### config.mk
export PLATFORM = sky130hd
export DESIGN_NAME = cupw_top
export DESIGN_NICKNAME = d
export VERILOG_FILES = /design/src/rtl/cupw_pkg.sv /design/src/rtl/cupw_top.sv
export VERILOG_INCLUDE_DIRS = /design/src /design/src/rtl
export SDC_FILE = /design/constraint.sdc
export NUM_CORES = 1
export LEC_CHECK = 0
export ABC_AREA = 1
export BUFFER_PORTS_ARGS = -buffer_cell sky130_fd_sc_hd__buf_2
export CELL_PAD_IN_SITES_DETAIL_PLACEMENT = 1
export CELL_PAD_IN_SITES_GLOBAL_PLACEMENT = 2
export CORE_ASPECT_RATIO = 1.1
export CORE_UTILIZATION = 37
export DETAILED_ROUTE_END_ITERATION = 12
export PLACE_DENSITY = 0.89
export SKIP_LAST_GASP = 1
export SYNTH_ARGS = -nofsm -noshare
export SYNTH_HDL_FRONTEND = slang
export SYNTH_SLANG_ARGS = --single-unit
export TNS_END_PERCENT = 30
### constraint.sdc
create_clock -name I_CLK -period 4.1 [get_ports I_CLK]
set_input_delay 0.41 -clock I_CLK [delete_from_list [all_inputs] [get_ports I_CLK]]
set_output_delay 0.41 -clock I_CLK [all_outputs]
set_load 0.1 [all_outputs]
### src/rtl/cupw_cfg.svh
// Purpose: Constants for the compare unit PWM generator
// Assumes: 32-bit APB data, one word per register
// Notes:   Offsets are byte addresses
`ifndef CUPW_CFG_SVH
`define CUPW_CFG_SVH
`define CUPW_AW          8
`define CUPW_OFS_TMRCTL  8'h00
`define CUPW_OFS_PERIOD  8'h04
`define CUPW_OFS_CMP1    8'h08
`define CUPW_OFS_CMP2    8'h0C
`define CUPW_OFS_CMP3    8'h10
`define CUPW_OFS_ACTION  8'h14
`define CUPW_OFS_DBCTL   8'h18
`define CUPW_OFS_CMPCTL  8'h1C
`define CUPW_OFS_COUNT   8'h20
`define CUPW_OFS_STATUS  8'h24
`define CUPW_MODE_STOP   2'h0
`define CUPW_MODE_UP     2'h1
`define CUPW_MODE_UPDN   2'h2
`define CUPW_DB_M_HI     11
`define CUPW_DB_M_LO     8
`define CUPW_DB_EN_LO    5
`define CUPW_DB_PS_HI    4
`define CUPW_DB_PS_LO    2
`define CUPW_DB_MASK     16'h0FFC
`define CUPW_PS_MAX      3'h5
`define CUPW_CC_CMP_EN   15
`define CUPW_CC_OUT_EN   9
`define CUPW_CC_PROT_EN  0
`define CUPW_ACT_FLO     2'h0
`define CUPW_ACT_ALO     2'h1
`define CUPW_ACT_AHI     2'h2
`define CUPW_ACT_FHI     2'h3
`define CUPW_RST16       16'h0000
`define CUPW_RST9        9'h000
`endif

### src/rtl/cupw_pkg.sv
// Purpose: Types for the compare unit PWM generator
// Assumes: Used with cupw_cfg.svh
// Notes:   No constants here
package cupw_pkg;
	typedef enum logic {DIR_UP, DIR_DOWN} cupw_dir_type;
	typedef logic [15:0] cupw_word_type;
endpackage

### src/rtl/cupw_top.sv
// Purpose: Three compare units with dead-band and output logic driving six PWM pins
// Assumes: APB slave, zero wait states, single 50 MHz clock
// Notes:   Pins 2k and 2k+1 are the upper and lower switch of leg k
// Functional notes
// Compare each unit against timer, toggle on equality
// Opposite edge at next match or period end
// Three units drive three complementary pin pairs
// Edge-aligned uses continuous up count
// Four-bit dead-band field reloads each enabled dead timer
// Action lets partner sit constant while other modulates
// Compare, action, period writes go through shadows
// Centre-aligned uses continuous up/down count
// Centre mode toggles on up and down matches
// Centre mode loads compare shadow at period match
// Software order: action, dead-band, compare, control, timer
// Software enables compare and outputs before use
// Centre pulses symmetric about period middle
// Dead time equals field times prescale divisor
// Action codes: forced low, active low/high, forced high
// Disable, protect input or reset tri-state all pins
// Dead-band pair never on together
// Compare above period leaves output inactive
`timescale 1ns/1ps
`include "cupw_cfg.svh"
module cupw_top (
	// Clock and reset
	input  wire logic        I_CLK,
	input  wire logic        I_RST_N,
	// APB slave
	input  wire logic        I_PSEL,
	input  wire logic        I_PENABLE,
	input  wire logic        I_PWRITE,
	input  wire logic [7:0]  I_PADDR,
	input  wire logic [31:0] I_PWDATA,
	output logic      [31:0] O_PRDATA,
	output logic             O_PREADY,
	output logic             O_PSLVERR,
	// Power stage
	input  wire logic        I_POWER_DRIVE_PROTECT_N,
	output logic      [5:0]  O_PWM_OUTPUT_PIN,
	output logic      [5:0]  O_PWM_OUTPUT_PIN_OE_N
);
	function automatic logic [8:0] db_len(input logic [3:0] m, input logic [2:0] ps);
		logic [5:0] p;
		p = (ps >= `CUPW_PS_MAX) ? 6'h20 : 6'(6'h01 << ps);
		db_len = 9'(m * p);
	endfunction

	function automatic logic act_pin(input logic [1:0] a, input logic on);
		case (a)
			`CUPW_ACT_FLO: act_pin = 1'b0;
			`CUPW_ACT_ALO: act_pin = ~on;
			`CUPW_ACT_AHI: act_pin = on;
			default:       act_pin = 1'b1;
		endcase
	endfunction

	// Software-visible registers and shadows
	logic [1:0]  mode_q;
	logic [15:0] prd_w_q, prd_s_q, act_w_q, act_s_q, dbctl_q, cmpctl_q, cnt_q;
	logic [15:0] cmp_w_q [3];
	logic [15:0] cmp_s_q [3];
	cupw_pkg::cupw_dir_type dir_q;
	logic [2:0]  ph_q, ph_prev_q;
	logic [8:0]  dcnt_q [3];
	logic [31:0] prdata_q;
	logic        pready_q, pslverr_q;
	logic [5:0]  pwm_q, oe_n_q;

	// Bus decode
	wire         wr_en     = I_PSEL & I_PENABLE & I_PWRITE;
	wire         setup     = I_PSEL & ~I_PENABLE;
	wire [15:0]  wdat      = I_PWDATA[15:0];
	wire         hit_tmr   = I_PADDR == `CUPW_OFS_TMRCTL;
	wire         hit_prd   = I_PADDR == `CUPW_OFS_PERIOD;
	wire         hit_c1    = I_PADDR == `CUPW_OFS_CMP1;
	wire         hit_c2    = I_PADDR == `CUPW_OFS_CMP2;
	wire         hit_c3    = I_PADDR == `CUPW_OFS_CMP3;
	wire         hit_act   = I_PADDR == `CUPW_OFS_ACTION;
	wire         hit_db    = I_PADDR == `CUPW_OFS_DBCTL;
	wire         hit_cc    = I_PADDR == `CUPW_OFS_CMPCTL;
	wire         hit_cnt   = I_PADDR == `CUPW_OFS_COUNT;
	wire         hit_st    = I_PADDR == `CUPW_OFS_STATUS;
	wire         mapped    = hit_tmr | hit_prd | hit_c1 | hit_c2 | hit_c3 | hit_act
	                         | hit_db | hit_cc | hit_cnt | hit_st;
	wire [15:0]  status    = {5'h00, dir_q == cupw_pkg::DIR_DOWN, ph_q, ~oe_n_q[0], pwm_q};
	wire [15:0]  rd_mux    = hit_tmr ? {14'h0000, mode_q} :
	                         hit_prd ? prd_w_q : hit_c1 ? cmp_w_q[0] :
	                         hit_c2 ? cmp_w_q[1] : hit_c3 ? cmp_w_q[2] :
	                         hit_act ? act_w_q : hit_db ? dbctl_q :
	                         hit_cc ? cmpctl_q : hit_cnt ? cnt_q :
	                         hit_st ? status : `CUPW_RST16;

	// Timer decode
	wire         run       = mode_q != `CUPW_MODE_STOP;
	wire         updn      = mode_q == `CUPW_MODE_UPDN;
	wire         prd_hit   = run & (cnt_q == prd_s_q);
	wire         reload    = prd_hit | ~run;
	wire         cmp_en    = cmpctl_q[`CUPW_CC_CMP_EN];
	wire         hiz       = ~cmpctl_q[`CUPW_CC_OUT_EN]
	                         | (cmpctl_q[`CUPW_CC_PROT_EN] & ~I_POWER_DRIVE_PROTECT_N);
	wire [3:0]   db_m      = dbctl_q[`CUPW_DB_M_HI:`CUPW_DB_M_LO];
	wire [2:0]   db_ps     = dbctl_q[`CUPW_DB_PS_HI:`CUPW_DB_PS_LO];
	wire [8:0]   db_load   = db_len(db_m, db_ps);
	wire [8:0]   db_start  = (db_load == `CUPW_RST9) ? `CUPW_RST9 : 9'(db_load - 9'h001);
	wire [2:0]   db_en     = dbctl_q[`CUPW_DB_EN_LO +: 3];
	logic [2:0]  match, ph_d, dt_hi, dt_lo;

	always_comb begin
		for (int i = 0; i < 3; i++) begin
			match[i] = cmp_en & run & (cnt_q == cmp_s_q[i]);
			if (!run || !cmp_en)
				ph_d[i] = 1'b0;
			else if (updn && match[i])
				ph_d[i] = dir_q == cupw_pkg::DIR_UP;
			else if (!updn && prd_hit)
				ph_d[i] = 1'b0;
			else if (match[i])
				ph_d[i] = 1'b1;
			else
				ph_d[i] = ph_q[i];
			dt_hi[i] = ph_q[i] & (~db_en[i] | (ph_q[i] == ph_prev_q[i] && dcnt_q[i] == `CUPW_RST9));
			dt_lo[i] = ~ph_q[i] & (~db_en[i] | (ph_q[i] == ph_prev_q[i] && dcnt_q[i] == `CUPW_RST9));
		end
	end

	// Registers written by software
	always_ff @(posedge I_CLK or negedge I_RST_N) begin
		if (!I_RST_N) begin
			mode_q   <= `CUPW_MODE_STOP;
			prd_w_q  <= `CUPW_RST16;
			act_w_q  <= `CUPW_RST16;
			dbctl_q  <= `CUPW_RST16;
			cmpctl_q <= `CUPW_RST16;
			for (int i = 0; i < 3; i++) cmp_w_q[i] <= `CUPW_RST16;
		end else if (wr_en) begin
			if (hit_tmr) mode_q <= wdat[1:0];
			if (hit_prd) prd_w_q <= wdat;
			if (hit_c1) cmp_w_q[0] <= wdat;
			if (hit_c2) cmp_w_q[1] <= wdat;
			if (hit_c3) cmp_w_q[2] <= wdat;
			if (hit_act) act_w_q <= wdat;
			if (hit_db) dbctl_q <= wdat & `CUPW_DB_MASK;
			if (hit_cc) cmpctl_q <= wdat;
		end
	end

	// Shadow reload
	always_ff @(posedge I_CLK or negedge I_RST_N) begin
		if (!I_RST_N) begin
			prd_s_q <= `CUPW_RST16;
			act_s_q <= `CUPW_RST16;
			for (int i = 0; i < 3; i++) cmp_s_q[i] <= `CUPW_RST16;
		end else if (reload) begin
			prd_s_q <= prd_w_q;
			act_s_q <= act_w_q;
			for (int i = 0; i < 3; i++) cmp_s_q[i] <= cmp_w_q[i];
		end
	end

	// Shared timer
	always_ff @(posedge I_CLK or negedge I_RST_N) begin
		if (!I_RST_N) begin
			cnt_q <= `CUPW_RST16;
			dir_q <= cupw_pkg::DIR_UP;
		end else if (!run) begin
			cnt_q <= `CUPW_RST16;
			dir_q <= cupw_pkg::DIR_UP;
		end else if (!updn) begin
			cnt_q <= prd_hit ? `CUPW_RST16 : 16'(cnt_q + 16'h0001);
			dir_q <= cupw_pkg::DIR_UP;
		end else if (dir_q == cupw_pkg::DIR_UP) begin
			if (cnt_q >= prd_s_q) begin
				dir_q <= cupw_pkg::DIR_DOWN;
				cnt_q <= (cnt_q == `CUPW_RST16) ? cnt_q : 16'(cnt_q - 16'h0001);
			end else
				cnt_q <= 16'(cnt_q + 16'h0001);
		end else if (cnt_q == `CUPW_RST16) begin
			dir_q <= cupw_pkg::DIR_UP;
			cnt_q <= (prd_s_q == `CUPW_RST16) ? cnt_q : 16'h0001;
		end else
			cnt_q <= 16'(cnt_q - 16'h0001);
	end

	// Waveform state and dead-band timers
	always_ff @(posedge I_CLK or negedge I_RST_N) begin
		if (!I_RST_N) begin
			ph_q      <= 3'h0;
			ph_prev_q <= 3'h0;
			for (int i = 0; i < 3; i++) dcnt_q[i] <= `CUPW_RST9;
		end else begin
			ph_q      <= ph_d;
			ph_prev_q <= ph_q;
			for (int i = 0; i < 3; i++) begin
				if (ph_q[i] != ph_prev_q[i])
					dcnt_q[i] <= db_en[i] ? db_start : `CUPW_RST9;
				else if (dcnt_q[i] != `CUPW_RST9)
					dcnt_q[i] <= 9'(dcnt_q[i] - 9'h001);
			end
		end
	end

	// Output logic
	always_ff @(posedge I_CLK or negedge I_RST_N) begin
		if (!I_RST_N) begin
			pwm_q  <= 6'h00;
			oe_n_q <= 6'h3F;
		end else begin
			for (int i = 0; i < 3; i++) begin
				pwm_q[2*i]   <= ~hiz & act_pin(act_s_q[4*i +: 2], dt_hi[i]);
				pwm_q[2*i+1] <= ~hiz & act_pin(act_s_q[4*i+2 +: 2], dt_lo[i]);
			end
			oe_n_q <= {6{hiz}};
		end
	end

	// APB answer, zero wait states
	always_ff @(posedge I_CLK or negedge I_RST_N) begin
		if (!I_RST_N) begin
			prdata_q  <= 32'h0000_0000;
			pready_q  <= 1'b0;
			pslverr_q <= 1'b0;
		end else begin
			pready_q <= 1'b1;
			if (setup) begin
				prdata_q  <= {16'h0000, rd_mux};
				pslverr_q <= ~mapped;
			end
		end
	end

	assign O_PRDATA              = prdata_q;
	assign O_PREADY              = pready_q;
	assign O_PSLVERR             = pslverr_q;
	assign O_PWM_OUTPUT_PIN      = pwm_q;
	assign O_PWM_OUTPUT_PIN_OE_N = oe_n_q;
endmodule

* Word level (Yosys, flattened, before mapping)
Cells that the tools add are included.
** Cells by class
- Add/sub/neg operators :: 6
- Multiply operators :: 1
- $lt $le $gt $ge :: 2
- Equal/unequal tests :: 34
- Shift operators :: 1
- Mux-type cells :: 52
- Bitwise gates (word level) :: 55
- Reduce and logical (&&, ||, !) cells :: 43
** Operators with widths (count)
- $mux 16 :: 17
- $mux 9 :: 10
- $eq 16x16->1 :: 4
- $logic_not 9->1 :: 4
- $sub 9x1->9 const B :: 4
- $eq 8x5->1 const B :: 4
- $logic_not 16->1 :: 2
- $reduce_bool 9->1 :: 3
- $and 1x1->1 :: 21
- $not 1->1 :: 20
- $pmux 1 s3 :: 6
- $reduce_and 2->1 :: 9
- $mux 1 :: 17
- $add 16x1->16 const B :: 1
- $eq 8x4->1 const B :: 2
- $eq 8x6->1 const B :: 2
- $ge 16x16->1 :: 1
- $sub 16x1->16 const B :: 1
- $eq 2x2->1 const B :: 7
- $or 1x1->1 :: 14
- $eq 2x1->1 const B :: 6
- $logic_not 2->1 :: 6
- $reduce_bool 4->1 :: 3
- $mux 11 :: 1
- other kinds (13) :: 29
** Storage, ports and cells
- Bits in registers :: 259
- Input port bits :: 46
- Output and inout bits :: 46
- Word-level logic and storage cells :: 221

* Depth between registers and ports, before layout
Gate-level depths: netlist (run 1).
- Word-level depth :: 11
- Depth in mapped cells :: 22
- Gate-level depth less buffers :: 22

* Worst setup path after synthesis (run 1)
OpenSTA, ideal clock, no wires.
- Path kind :: register to register
- Start point :: register dbctl_q[2]
- End point :: register dcnt_q[4] (netlist bit)
- Setup time :: 0.147 ns
- Data arrival time :: 3.419 ns
- Required time :: 3.953 ns
- Path slack :: 0.534 ns
- Stages on the path, launching flop included :: 21
- Buffers on the path :: 1
- Period minus slack after synthesis :: 3.566 ns
- Cells stage by stage :: dfrtp_1 -> nor2_2 -> inv_1 -> nor2_1 -> nand2_1 -> fa_1 -> inv_1 -> fa_1 -> inv_1 -> fa_1 -> inv_1 -> nand3_1 -> nand2_1 -> nand2_1 -> nand2_2 -> nand2_1 -> nor2_2 -> nand3_4 -> buf_6 -> nand3_1 -> a21oi_1
** Between the ends
- Longest elaborated chain between the ends :: 7
- Elaborated cells on any way between the ends :: 9
- Classes of those cells :: add/sub: 1; mul: 1; order compare: 1; shift: 1; mux: 4; reduce/logical: 1
** Ends and longest elaborated chain
- from (decl) :: line cupw_top.sv:60 : logic [15:0] prd_w_q, prd_s_q, act_w_q, act_s_q, dbctl_q, cmpctl_q, cnt_q;
- from (signal assigned) :: line cupw_top.sv:133 : dbctl_q <= `CUPW_RST16;
- from (signal assigned) :: line cupw_top.sv:143 : if (hit_db) dbctl_q <= wdat & `CUPW_DB_MASK;
- $ge 3x3->1 (no source line) or $shl 1x3->6 (tied branches)
- $mux 6 (*) :: line cupw_top.sv:45 : p = (ps >= `CUPW_PS_MAX) ? 6'h20 : 6'(6'h01 << ps);
- $mul 4x6->9 (*) :: line cupw_top.sv:46 : db_len = 9'(m * p);
- $sub 9x1->9 or $logic_not 9->1 (tied branches)
- $mux 9 (*) :: line cupw_top.sv:105 : wire [8:0] db_start = (db_load == `CUPW_RST9) ? `CUPW_RST9 : 9'(db_load - 9'h001);
- $mux 9 (no source line) (*)
- $mux 9 (*) :: line cupw_top.sv:195 : if (ph_q[i] != ph_prev_q[i])
- to (signal, indexed assignment) :: line cupw_top.sv:196 : dcnt_q[i] <= db_en[i] ? db_start : `CUPW_RST9;
- to (signal, indexed assignment) :: line cupw_top.sv:198 : dcnt_q[i] <= 9'(dcnt_q[i] - 9'h001);
- to (decl) :: line cupw_top.sv:65 : logic [8:0] dcnt_q [3];
Mark *: on every way between the ends. The rest lies on a longest branch, timed or not.
A chain may end at the register's enable or synchronous reset.

* Final worst setup path (run 1)
- Start point :: register dbctl_q[2]
- End point :: register dcnt_q[7] (netlist bit)
Same word-level chain as after synthesis.

==> results of run 1 <==
cell families (layout without fill, tap and decap cells):
group | Yosys count | count (layout)
simple gates | 914 | 917
compound gates | 296 | 296
buf+inv | 285 | 329
flops | 259 | 259
xor+xnor | 65 | 65
fa+ha+maj | 44 | 44
mux | 22 | 22
other cells | 2 | 17
where the power goes:
part           internal (W)  switching [W]  leakage, nW
clock network       0.00173        0.00108        0.507
registers           0.00263      0.0000623         3.58
logic              0.000195       0.000508         4.13
final timing paths:
| path | from | to | slack, ns | depth (start not counted) |
|---|---|---|---|---|
| setup / recovery | dbctl_q[2] | dcnt_q[7] | 0.05 | 16 |
| hold / removal | I_PWDATA[12] | cmp_w_q[12] | 0.23 | 3 |
| setup reg to reg | dbctl_q[2] | dcnt_q[7] | 0.05 | 16 |
| hold reg to reg | O_PRDATA[9] | O_PRDATA[9] | 0.48 | 2 |
| max in group asynchronous | I_RST_N | dbctl_q[2] | 2.41 | 3 |
| min in group asynchronous | I_RST_N | cnt_q[10] | 0.44 | 2 |
layer usage:
metal | vias to the layer above | track usage, % | share of wire (%)
li1 | 6150 | - | -
met4 | 0 | 9.496 | 3.7
met5 | - | 0 | 0
met1 | 6429 | 31.38 | 43
met2 | 243 | 43.30 | 50
met3 | 94 | 3.090 | 3.2
sequential cells by signal, indices dropped and copies added, names as in the netlist, 6 cells and up:
| signal | count |
|---|---|
| O_PRDATA | 16 |
| O_PWM_OUTPUT_PIN | 6 |
| act_s_q | 12 |
| act_w_q | 16 |
| cmp_s_q | 48 |
| cmp_w_q | 48 |
| cmpctl_q | 16 |
| cnt_q | 16 |
| dbctl_q | 10 |
| dcnt_q | 27 |
| prd_s_q | 16 |
| prd_w_q | 16 |
cell usage in the layout, fill, tap and decap left out, drive strengths merged, types with 32 or more instances in the layout:
| cell | n |
|---|---|
| nand2 | 541 |
| dfrtp | 258 |
| inv | 195 |
| nor2 | 177 |
| o21ai | 171 |
| nand3 | 115 |
| a21oi | 90 |
| buf | 82 |
| nand4 | 46 |
| clkbuf | 42 |
| ha | 36 |
| xnor2 | 33 |
| xor2 | 32 |
stage by stage:
stage	setup WS, ns	area, um^2	hold WS (ns)	setup TNS [ns]
3_5_place_dp	0.05043	15290	0.4611	0
3_3_place_gp	0.1814	15290	0.4609	0
5_1_grt	-0.1428	16460	0.2559	-2.828
4_1_cts	0.009853	16330	0.2234	0
2_1_floorplan	0.5343	14700	0.1144	0
6_report	0.05052	16460	0.2281	0
worst register-to-register path: cells and delay by family, from the launching register on:
kind	cells	cell delay [ns]
AND/OR/NAND/NOR	8	1.41
buffers and inverters	4	0.30
AO/OA/AOI/OAI	1	0.08
adder cells (fa/ha/maj)	3	1.66
flip-flops	1	0.45
area by class of cell:
class                           instances  share of cell area [%]
Tap cell                              507                   3.855
Sequential cell                       259                   39.41
Clock inverter                          8                  0.8667
Multi-Input combinational cell       1361                   42.99
Inverter                              196                   4.470
Timing Repair Buffer                   83                   3.041
Clock buffer                           42                   5.375
timing repair:
action,4_1_cts,5_1_grt
endpoints found under the setup margin,0,27
setup buffers,0,2
hold buffers,1,0
hold endpoints to repair,84,0
gates resized for setup,0,18
==> metrics.txt, run 1 <==
status complete, but fails checks; failing checks DRC; sequential area share after synthesis between 40% and 50%; Finished Core Util between 40 and 50%; VDD IR max between 200 and 300 uV; Initial Util a little under two fifths; slowest stage delay, CP ~0.56 ns; antenna violations before repair 1; Layout Cells excl Fill 2,456; area of the multi-input gates 7074 um^2; largest net degree at the start of global routing 90; Die Wd about 190 um; critical path class flop to flop; worst-margin pin slew roughly 1.2 ns; Inst Count DP between 2,000 and 2,500; worst hold path type input pin to flop; slew margin rel. 17.81%; skew final 0.01464 ns; clk buf depth 3; row count between 70 and 80; area leader, netlist dfrtp_1; crit path time final between 4 and 5 ns; top-area cell type share of the netlist area 44.10%; average via count per standard cell approximately 5.3; global-route usage over all layers roughly 25%; DP Wirelength about 35 mm; crit-path most repeated cell inv_1; vias between 10,000 and 15,000; vias in the first global route roughly 14,000; total power 0.006212 W; DR WL/cell 19.93 um; Synth area leaders dfrtp_1, nand2_1, o21ai_0, inv_1, nor2_1; P&R area growth vs syn 12.40%; CP Cell Sequence nor2_4, inv_1, nor2_2, nand2_1, fa_1, inv_1, fa_1, inv_1, fa_2, inv_1, nor3b_1, nand2_2, nor2_4, nand3_2, nand4_1, a21oi_1; Mapped Cells 1,887; Fin. Hold Viols 0; Slew Viols, Final 0; core box area 39,080 um^2; yosys synthesis warning count 0; Final ANT Viol Nets 0; total global routing overflow 0; mapped cell area 14,640 um^2; WP buf/inv 4; pwr dens around 380 nW/um^2; RePlAce Congestion around 0.87; RSZ-0062 raised after global routing yes; CTS tree built; CP max FO 6; CTS Buf Count 28; port bufs 59; Post-synth top flop dfrtp_1; FFs w/ async S/R, synth between 90% and 100%; largest family of logic cells by synthesized area simple AND/OR/NAND/NOR gates; Synth Area per Inst approximately 7.8 um^2; most frequent cells after synthesis nand2_1, dfrtp_1, inv_1; clock latency on the worst-skew pair 0.57 ns; xor/xnor share of the synthesized area slightly above 4%; post-synthesis simple-gate area fraction about a quarter; cell family with most CP delay adder cells; Worst Path Required 4.50 ns; count of final setup violators 0; Synth Register Bits about 260; Iter 0 DRT Violations around 660; Crit-path slowest cell fa_1; mux cell area share after synthesis 1.692%; final WL a little under 50 mm; fill cell count around 4,800; complex-gate fraction of the synthesized area 10.78%; detailed-route DRC error count 1; global-route wire length before repair ~77 mm; Die H approximately 210 um; fmax about 250 MHz; Max Cap Viol 0; register area roughly 6500 um^2; antenna diode count 0; layout cells sized above 1 between 10% and 20%; WP data arrival ~4.5 ns; Worst setup SP type flop; Top Ports 92; total die area 40,370 um^2; total clock sinks 259; final worst-path cycle share 98.77%; post-synthesis cell type count between 50 and 60; Adder-Cell Fraction of Synth Area around 4.2%; Pleak just over 8 nW; net count reported at finish ~2,000; Crit. End Element flop; clk slew on worst S/H paths 0.06 ns; top-count cell post-synth nand2_1; TritonRoute pass-1 iters 11; Post-synth EDFFs 0; htree depth 1; root buffer cell clkbuf_16
(Power assumes the default switching activity.)
==> run 2, diff against run 1 <==
--- a/config.mk
+++ b/config.mk
@@ -6,14 +6,13 @@
 export SDC_FILE = /design/constraint.sdc
 export NUM_CORES = 1
 export LEC_CHECK = 0
-export ABC_AREA = 1
 export BUFFER_PORTS_ARGS = -buffer_cell sky130_fd_sc_hd__buf_2
 export CELL_PAD_IN_SITES_DETAIL_PLACEMENT = 1
 export CELL_PAD_IN_SITES_GLOBAL_PLACEMENT = 2
 export CORE_ASPECT_RATIO = 1.1
-export CORE_UTILIZATION = 37
+export CORE_UTILIZATION = 41
 export DETAILED_ROUTE_END_ITERATION = 12
-export PLACE_DENSITY = 0.89
+export PLACE_DENSITY = 0.88
 export SKIP_LAST_GASP = 1
 export SYNTH_ARGS = -nofsm -noshare
 export SYNTH_HDL_FRONTEND = slang
==> run 2 against run 1 <==
Compared with the run above:
- the flow finishes with violations (hold timing)
- utilization up 6.0 points
- largest power group is now sequential cells
- combinational power up 69%
- synthesized cell count down 33%
- clock-buffer cell count down 10
- critical path type unchanged
- critical path depth down 2
==> metrics.txt, run 2 <==
status complete, but fails checks; failing checks hold timing; FFs w/ async S/R, synth 100.0% (unchanged); area leader, netlist dfrtp_1; global-route wire length before repair 69.58 mm (-10%); Crit. End Element flop; layout cells sized above 1 29.52% (+18 points); slew margin rel. 30.19% (+12 points); global-route usage over all layers 26.60% (+1.7 points); worst hold path type input pin to asynchronous set/reset pin; largest net degree at the start of global routing 125 (+39%); port bufs 59 (unchanged); worst-margin pin slew 1.047 ns (-0.1828 ns); CTS Buf Count 28 (unchanged); root buffer cell clkbuf_16; hold_buf cts 0 (-1); total die area 34,810 um^2 (-14%); row count 70 (-7.9%); Worst Path Required 4.53 ns (+0.03 ns); mapped cell area 13,970 um^2 (-4.6%); crit path time final 3.980 ns (-0.06905 ns); commonest non-fill, non-tap cell in the layout dfrtp_1; count of final setup violators 0 (unchanged); crit-path most repeated cell fa_1; post-synthesis cell type count 79 (+52%); yosys synthesis warning count 0 (unchanged); antenna violations before repair 1 (unchanged); Crit-path slowest cell fa_1; total clock sinks 259 (unchanged); WP buf/inv 2 (-2); core box area 33,370 um^2 (-15%); detailed-route DRC error count 0 (-1); total global routing overflow 0 (unchanged); Inst Count DP 1,748 (-27%); net count reported at finish 1,440 (-29%); top-area cell type share of the netlist area 46.23% (+2.1 points); antenna diode count 0 (unchanged); final WL 45.09 mm (-7.9%); cell family with most CP delay adder cells; Synth Area per Inst 10.99 um^2 (+42%); VDD IR max 307.2 uV (+9.7%); clk slew on worst S/H paths 0.07 ns (about the same); fill cell count 3,623 (-25%); DR WL/cell 24.99 um (+25%); vias in the first global route 11,510 (-15%); DP Wirelength 32.38 mm (-8.7%); Initial Util 41.85% (+4.4 points); clk buf depth 3 (unchanged); critical path class flop to flop; Post-synth top flop dfrtp_1; Synth Register Bits 259 (unchanged); vias 10,680 (-17%); pwr dens 414.5 nW/um^2 (+9.8%); CTS tree built; commonest non-fill, non-tap cells in the layout dfrtp_1, mux2_2, nor2_1, nand2_1, buf_2; final hold slack -0.02126 ns (-0.2494 ns); CP Cell Sequence nand2b_4, or2_2, fa_1, inv_1, fa_1, ha_1, a21o_1, a311o_1, a21oi_2, xor2_2, and3b_1, mux2i_1, buf_4, a32o_1; clock latency on the worst-skew pair 0.58 ns (about the same); slowest stage delay, CP 0.51 ns (-0.05 ns); Post-synth EDFFs 0 (unchanged); htree depth 1 (unchanged); Die Wd 178.0 um (-7.1%); Top Ports 92 (unchanged); Worst setup SP type flop; final worst-path cycle share 97.08% (-1.7 points); Pleak 7.676 nW (-6.5%); top-count cell post-synth dfrtp_1; WP data arrival 4.41 ns (-0.04 ns); Die H 195.6 um (-7.2%); Mapped Cells 1,271 (-33%); skew final 0.04981 ns (+0.03517 ns); Max Cap Viol 0 (unchanged); average via count per standard cell 5.918 (+13%); P&R area growth vs syn 14.84%; RePlAce Congestion 0.8599 (-1.5%); Slew Viols, Final 0 (unchanged); most frequent cells after synthesis dfrtp_1, mux2_2, nor2_1; Synth area leaders dfrtp_1, mux2_2, ha_1, xnor2_1, xor2_1; Final ANT Viol Nets 0 (unchanged); Fin. Hold Viols 16 (+16); Setup TNS 0 ns (unchanged); sequential area share after synthesis 46.42% (+2.1 points); top flop regs cmp_s_q: 48 flops, cmp_w_q: 48 flops, dcnt_q: 27 flops; fmax 251.2 MHz (+1.7%); Layout Cells excl Fill 1,804 (-27%); CP max FO 5 (-1); TritonRoute pass-1 iters 5 (-6); Iter 0 DRT Violations 698 (+6.6%)
[run 2: final timing paths]
| path | startpoint | to | slack [ns] | cells past startpoint |
|---|---|---|---|---|
| setup reg to reg | dbctl_q[4] | dcnt_q[26] | 0.12 | 14 |
| max in group asynchronous | I_RST_N | O_PWM_OUTPUT_PIN_OE_N[0] | 3.00 | 2 |
| hold reg to reg | O_PRDATA[13] | O_PRDATA[13] | 0.49 | 1 |
| hold / removal | I_RST_N | dcnt_q[13] | -0.02 | 1 |
| min in group I_CLK | I_PWDATA[14] | act_w_q[14] | 0.17 | 2 |
| setup / recovery | dbctl_q[4] | dcnt_q[26] | 0.12 | 14 |
[run 2: kinds of logic (layout without fill, tap and decap cells)]
family                     after synthesis  count (layout)  share of synthesized area, %
AOI/OAI and AO/OA                      216             216                         10.30
xor gates and xnor gates                94              94                         5.895
adders and majority gates               44              44                         4.372
buffers and inverters                  124             210                         4.005
DFF                                    259             259                         46.42
muxes                                  216             216                         17.29
other                                    2              17                       0.05377
and+or+nand+nor                        316             316                         11.66
[run 2: what timing repair did]
item	4_1_cts	5_1_grt
hold endpoints to repair	0	0
pin swaps	1	8
setup buffers	1	3
endpoints found under the setup margin	21	27
gates resized for setup	4	23
gates cloned	0	0
[run 2: cell type report]
type / instances / area [um^2] / share of cell area, %
inverters: 46 / 172.7 / 1.077
clock inverters: 20 / 249.0 / 1.552
repair buffers: 112 / 715.7 / 4.462
multi-input cells: 903 / 7121 / 44.40
flip-flops and latches: 259 / 6485 / 40.43
clock buffers: 32 / 755.7 / 4.712
well taps: 432 / 540.5 / 3.370
[run 2: power breakdown]
group / internal, W / switching [W] / total (W)
registers: 0.00265 / 0.0000984 / 0.00275
clock network: 0.00159 / 0.00112 / 0.00271
logic: 0.000388 / 0.000803 / 0.00119
[run 2: stage by stage]
stage	cell area, um^2	hold slack, ns	worst slack [ns]	utilization, %	power [W]
global route	16040	0.04916	-0.0001643	48.07	0.006898
floorplan	14020	0.1144	0.2189	-	0.003573
detailed placement	14880	0.4673	-0.1834	44.59	0.003948
CTS	15910	0.02518	-0.01773	47.69	0.006671
finish	16040	-0.02126	0.1196	48.07	0.006648
global placement	14880	0.4561	-0.009505	44.59	0.003907
[run 2: layer usage]
layer	GRT usage, %	vias to the layer above	part of all wire (%)
li1	-	4688	-
met3	4.634	107	6.2
met4	10.89	0	4.6
met1	33.19	5538	40
met2	45.15	343	49
met5	0	-	0
==> run 3, diff against run 2 <==
--- a/config.mk
+++ b/config.mk
@@ -12,7 +12,7 @@
 export CORE_ASPECT_RATIO = 1.1
 export CORE_UTILIZATION = 41
 export DETAILED_ROUTE_END_ITERATION = 12
-export PLACE_DENSITY = 0.88
+export PLACE_DENSITY = 0.8
 export SKIP_LAST_GASP = 1
 export SYNTH_ARGS = -nofsm -noshare
 export SYNTH_HDL_FRONTEND = slang
==> run 3 against run 2 <==
Compared with the run above:
- the flow now finishes without violations
- cell count grew 0.44%
- sequential share of layout area is essentially flat
- global-route usage shrank 0.26 points
- utilization is essentially flat
- clock-buffer cell count grew 10
- critical path depth grew 2
- clock skew shrank 0.028 ns
- register-to-register slack gained 0.05 ns
- fmax grew 1.3%
- combinational power is essentially flat
- total power shrank 2.9%
- critical path type unchanged
==> metrics.txt, run 3 (same netlist as run 2, synthesis figures left out) <==
fmax 254.5 MHz (+1.3%); clock latency on the worst-skew pair 0.58 ns (about the same); vias 10,470 (-1.9%); Worst setup SP type flop; Die Wd 178.0 um (unchanged); Crit. End Element flop; average via count per standard cell 5.778 (-2.4%); final hold slack 0.1404 ns (+0.1617 ns); slew margin rel. 37.13% (+6.9 points); row count 70 (unchanged); Seq pwr share 42.4% (+1.1 points); R2R Path Start dbctl_q[2]; combinational fraction of design power 18.8% (+0.9 points); final worst-path cycle share 95.85% (-1.2 points); RePlAce Congestion 0.8441 (-1.8%); clk buf depth 3 (unchanged); root buffer cell clkbuf_16; Worst Path Required 4.58 ns (+0.05 ns); CTS tree built; total die area 34,810 um^2 (unchanged); Slew Viols, Final 0 (unchanged); CP startpoint dbctl_q[2]; CP max FO 6 (+1); Die H 195.6 um (unchanged); Hold EP cmp_w_q[45]; vias in the first global route 11,050 (-4.0%); htree depth 1 (unchanged); pwr dens 402.0 nW/um^2 (-3.0%); clk slew on worst S/H paths 0.06 ns (about the same); fill cell count 3,576 (-1.3%); switching share of power 31.16% (+0.79 points); crit path time final 3.930 ns (-0.05070 ns); Final ANT Viol Nets 0 (unchanged); WP data arrival 4.41 ns (about the same); Top Ports 92 (unchanged); commonest non-fill, non-tap cell in the layout dfrtp_1; core box area 33,370 um^2 (unchanged); DR WL/cell 24.84 um (-0.63%); global-route usage over all layers 26.34% (-0.26 points); CTS Buf Count 29 (+3.6%); worst-margin pin slew 0.9431 ns (-0.1040 ns); Fin. Hold Viols 0 (-16); commonest non-fill, non-tap cells in the layout dfrtp_1, mux2_2, nor2_1, nand2_1, buf_2; reg2reg setup slack 0.17 ns (+0.05 ns); Int Pwr 0.004442 W (-4.0%); reg-to-reg critical path endpoint dcnt_q[4]; Iter 0 DRT Violations 547 (-22%); largest net degree at the start of global routing 113 (-9.6%); worst hold path type input pin to flop; DP Wirelength 32.60 mm (+0.70%); total clock sinks 259 (unchanged); total power 0.006453 W (-2.9%); net switching power figure 0.002011 W (-0.41%); final WL 45.00 mm (-0.19%); top flop regs cmp_s_q: 48 flops, cmp_w_q: 48 flops, dcnt_q: 27 flops; global-route wire length before repair 68.10 mm (-2.1%); total global routing overflow 0 (unchanged); TritonRoute pass-1 iters 4 (-1); FF-to-FF path depth 16 (+2); port bufs 59 (unchanged); antenna violations before repair 1 (unchanged); Inst Count DP 1,752 (+0.23%); status complete, no violations; P&R area growth vs syn 14.94% (about the same); hold path cells 2; Pleak 7.680 nW (about the same); Max Cap Viol 0 (unchanged); net count reported at finish 1,447 (+0.49%); Initial Util 41.85% (unchanged); count of final setup violators 0 (unchanged); skew final 0.02153 ns (-0.02828 ns); layout cells sized above 1 29.80% (+0.29 points); VDD IR max 312.5 uV (+1.7%); power share of the clock group 38.8% (-2.0 points); Layout Cells excl Fill 1,812 (+0.44%); critical path class flop to flop; detailed-route DRC error count 0 (unchanged); critical hold path startpoint I_PWDATA[13]
[run 3: cell count changes in the layout (fill, tap and decap cells not counted), moves of 3 or more]
cell       before  now
buf_4          52   55
bufinv_16       4    0
clkbuf_1        0    9
o22ai_1        34   30
o22ai_2         4    9
[run 3: cell type report]
cell class	instances	area (um^2)	share of cell area, %
tap	432	540.5	3.367
sequential	259	6485	40.40
antenna	1	2.502	0.01559
inverter	46	172.7	1.076
clock buffer	42	814.5	5.074
clock inverter	11	81.33	0.5066
timing repair buffer	118	788.3	4.910
multi-input combinational	903	7168	44.65
[run 3: how the worst max path moves through the flow]
stage / cells past startpoint / to / slack (ns)
floorplan: 14 / dcnt_q[26] / 0.22
global placement: 14 / dcnt_q[26] / 0.05
detailed placement: 15 / dcnt_q[3] / -0.08
CTS: 15 / dcnt_q[13] / -0.06
global route: 15 / dcnt_q[4] / -0.02
finish: 16 / dcnt_q[4] / 0.17
[run 3: critical path, cell delays in order (launching register included)]
cell and delay [ns]:
dfrtp_1 0.41, buf_4 0.17, nand2b_1 0.15, nor2_1 0.08, fa_1 0.50, inv_1 0.05
fa_1 0.53, inv_1 0.04, ha_1 0.35, nor2b_2 0.18, o31a_1 0.34, a21oi_2 0.24
nor3_2 0.10, o211ai_1 0.12, buf_4 0.19, nand3_4 0.13, o22ai_2 0.23
[run 3: repair_timing]
item / in CTS / in global routing
resized for setup: 7 / 29
setup buffers: 0 / 5
setup endpoints to repair: 23 / 27
pin swaps: 1 / 10
hold buffers: 1 / 0
endpoints found under the hold margin: 56 / 0
[run 3: power by group through the flow]
stage,combinational [W],clock (W),sequential (W)
floorplan,0.000738,0,0.00283
global placement,0.00115,0,0.00277
detailed placement,0.00118,0,0.00278
CTS,0.00120,0.00254,0.00273
global route,0.00132,0.00264,0.00274
finish,0.00121,0.00250,0.00273
[run 3: per-layer routing]
metal	track usage (%)	wire (um)	up-vias
li1	-	-	4712
met1	34.19	19010	5400
met2	43.71	22080	271
met3	4.186	2078	86
met4	10.29	1836	0
met5	0	0	-
[run 3: stage by stage]
stage | setup TNS (ns) | setup slack (ns) | instance area [um^2] | util [%]
3_5_place_dp | -0.9511 | -0.08229 | 14930 | 44.75
6_report | 0 | 0.1703 | 16050 | 48.11
5_1_grt | -0.06161 | -0.02243 | 16050 | 48.10
3_3_place_gp | 0 | 0.04856 | 14930 | 44.75
2_1_floorplan | 0 | 0.2189 | 14020 | -
4_1_cts | -0.3739 | -0.06143 | 15870 | 47.56
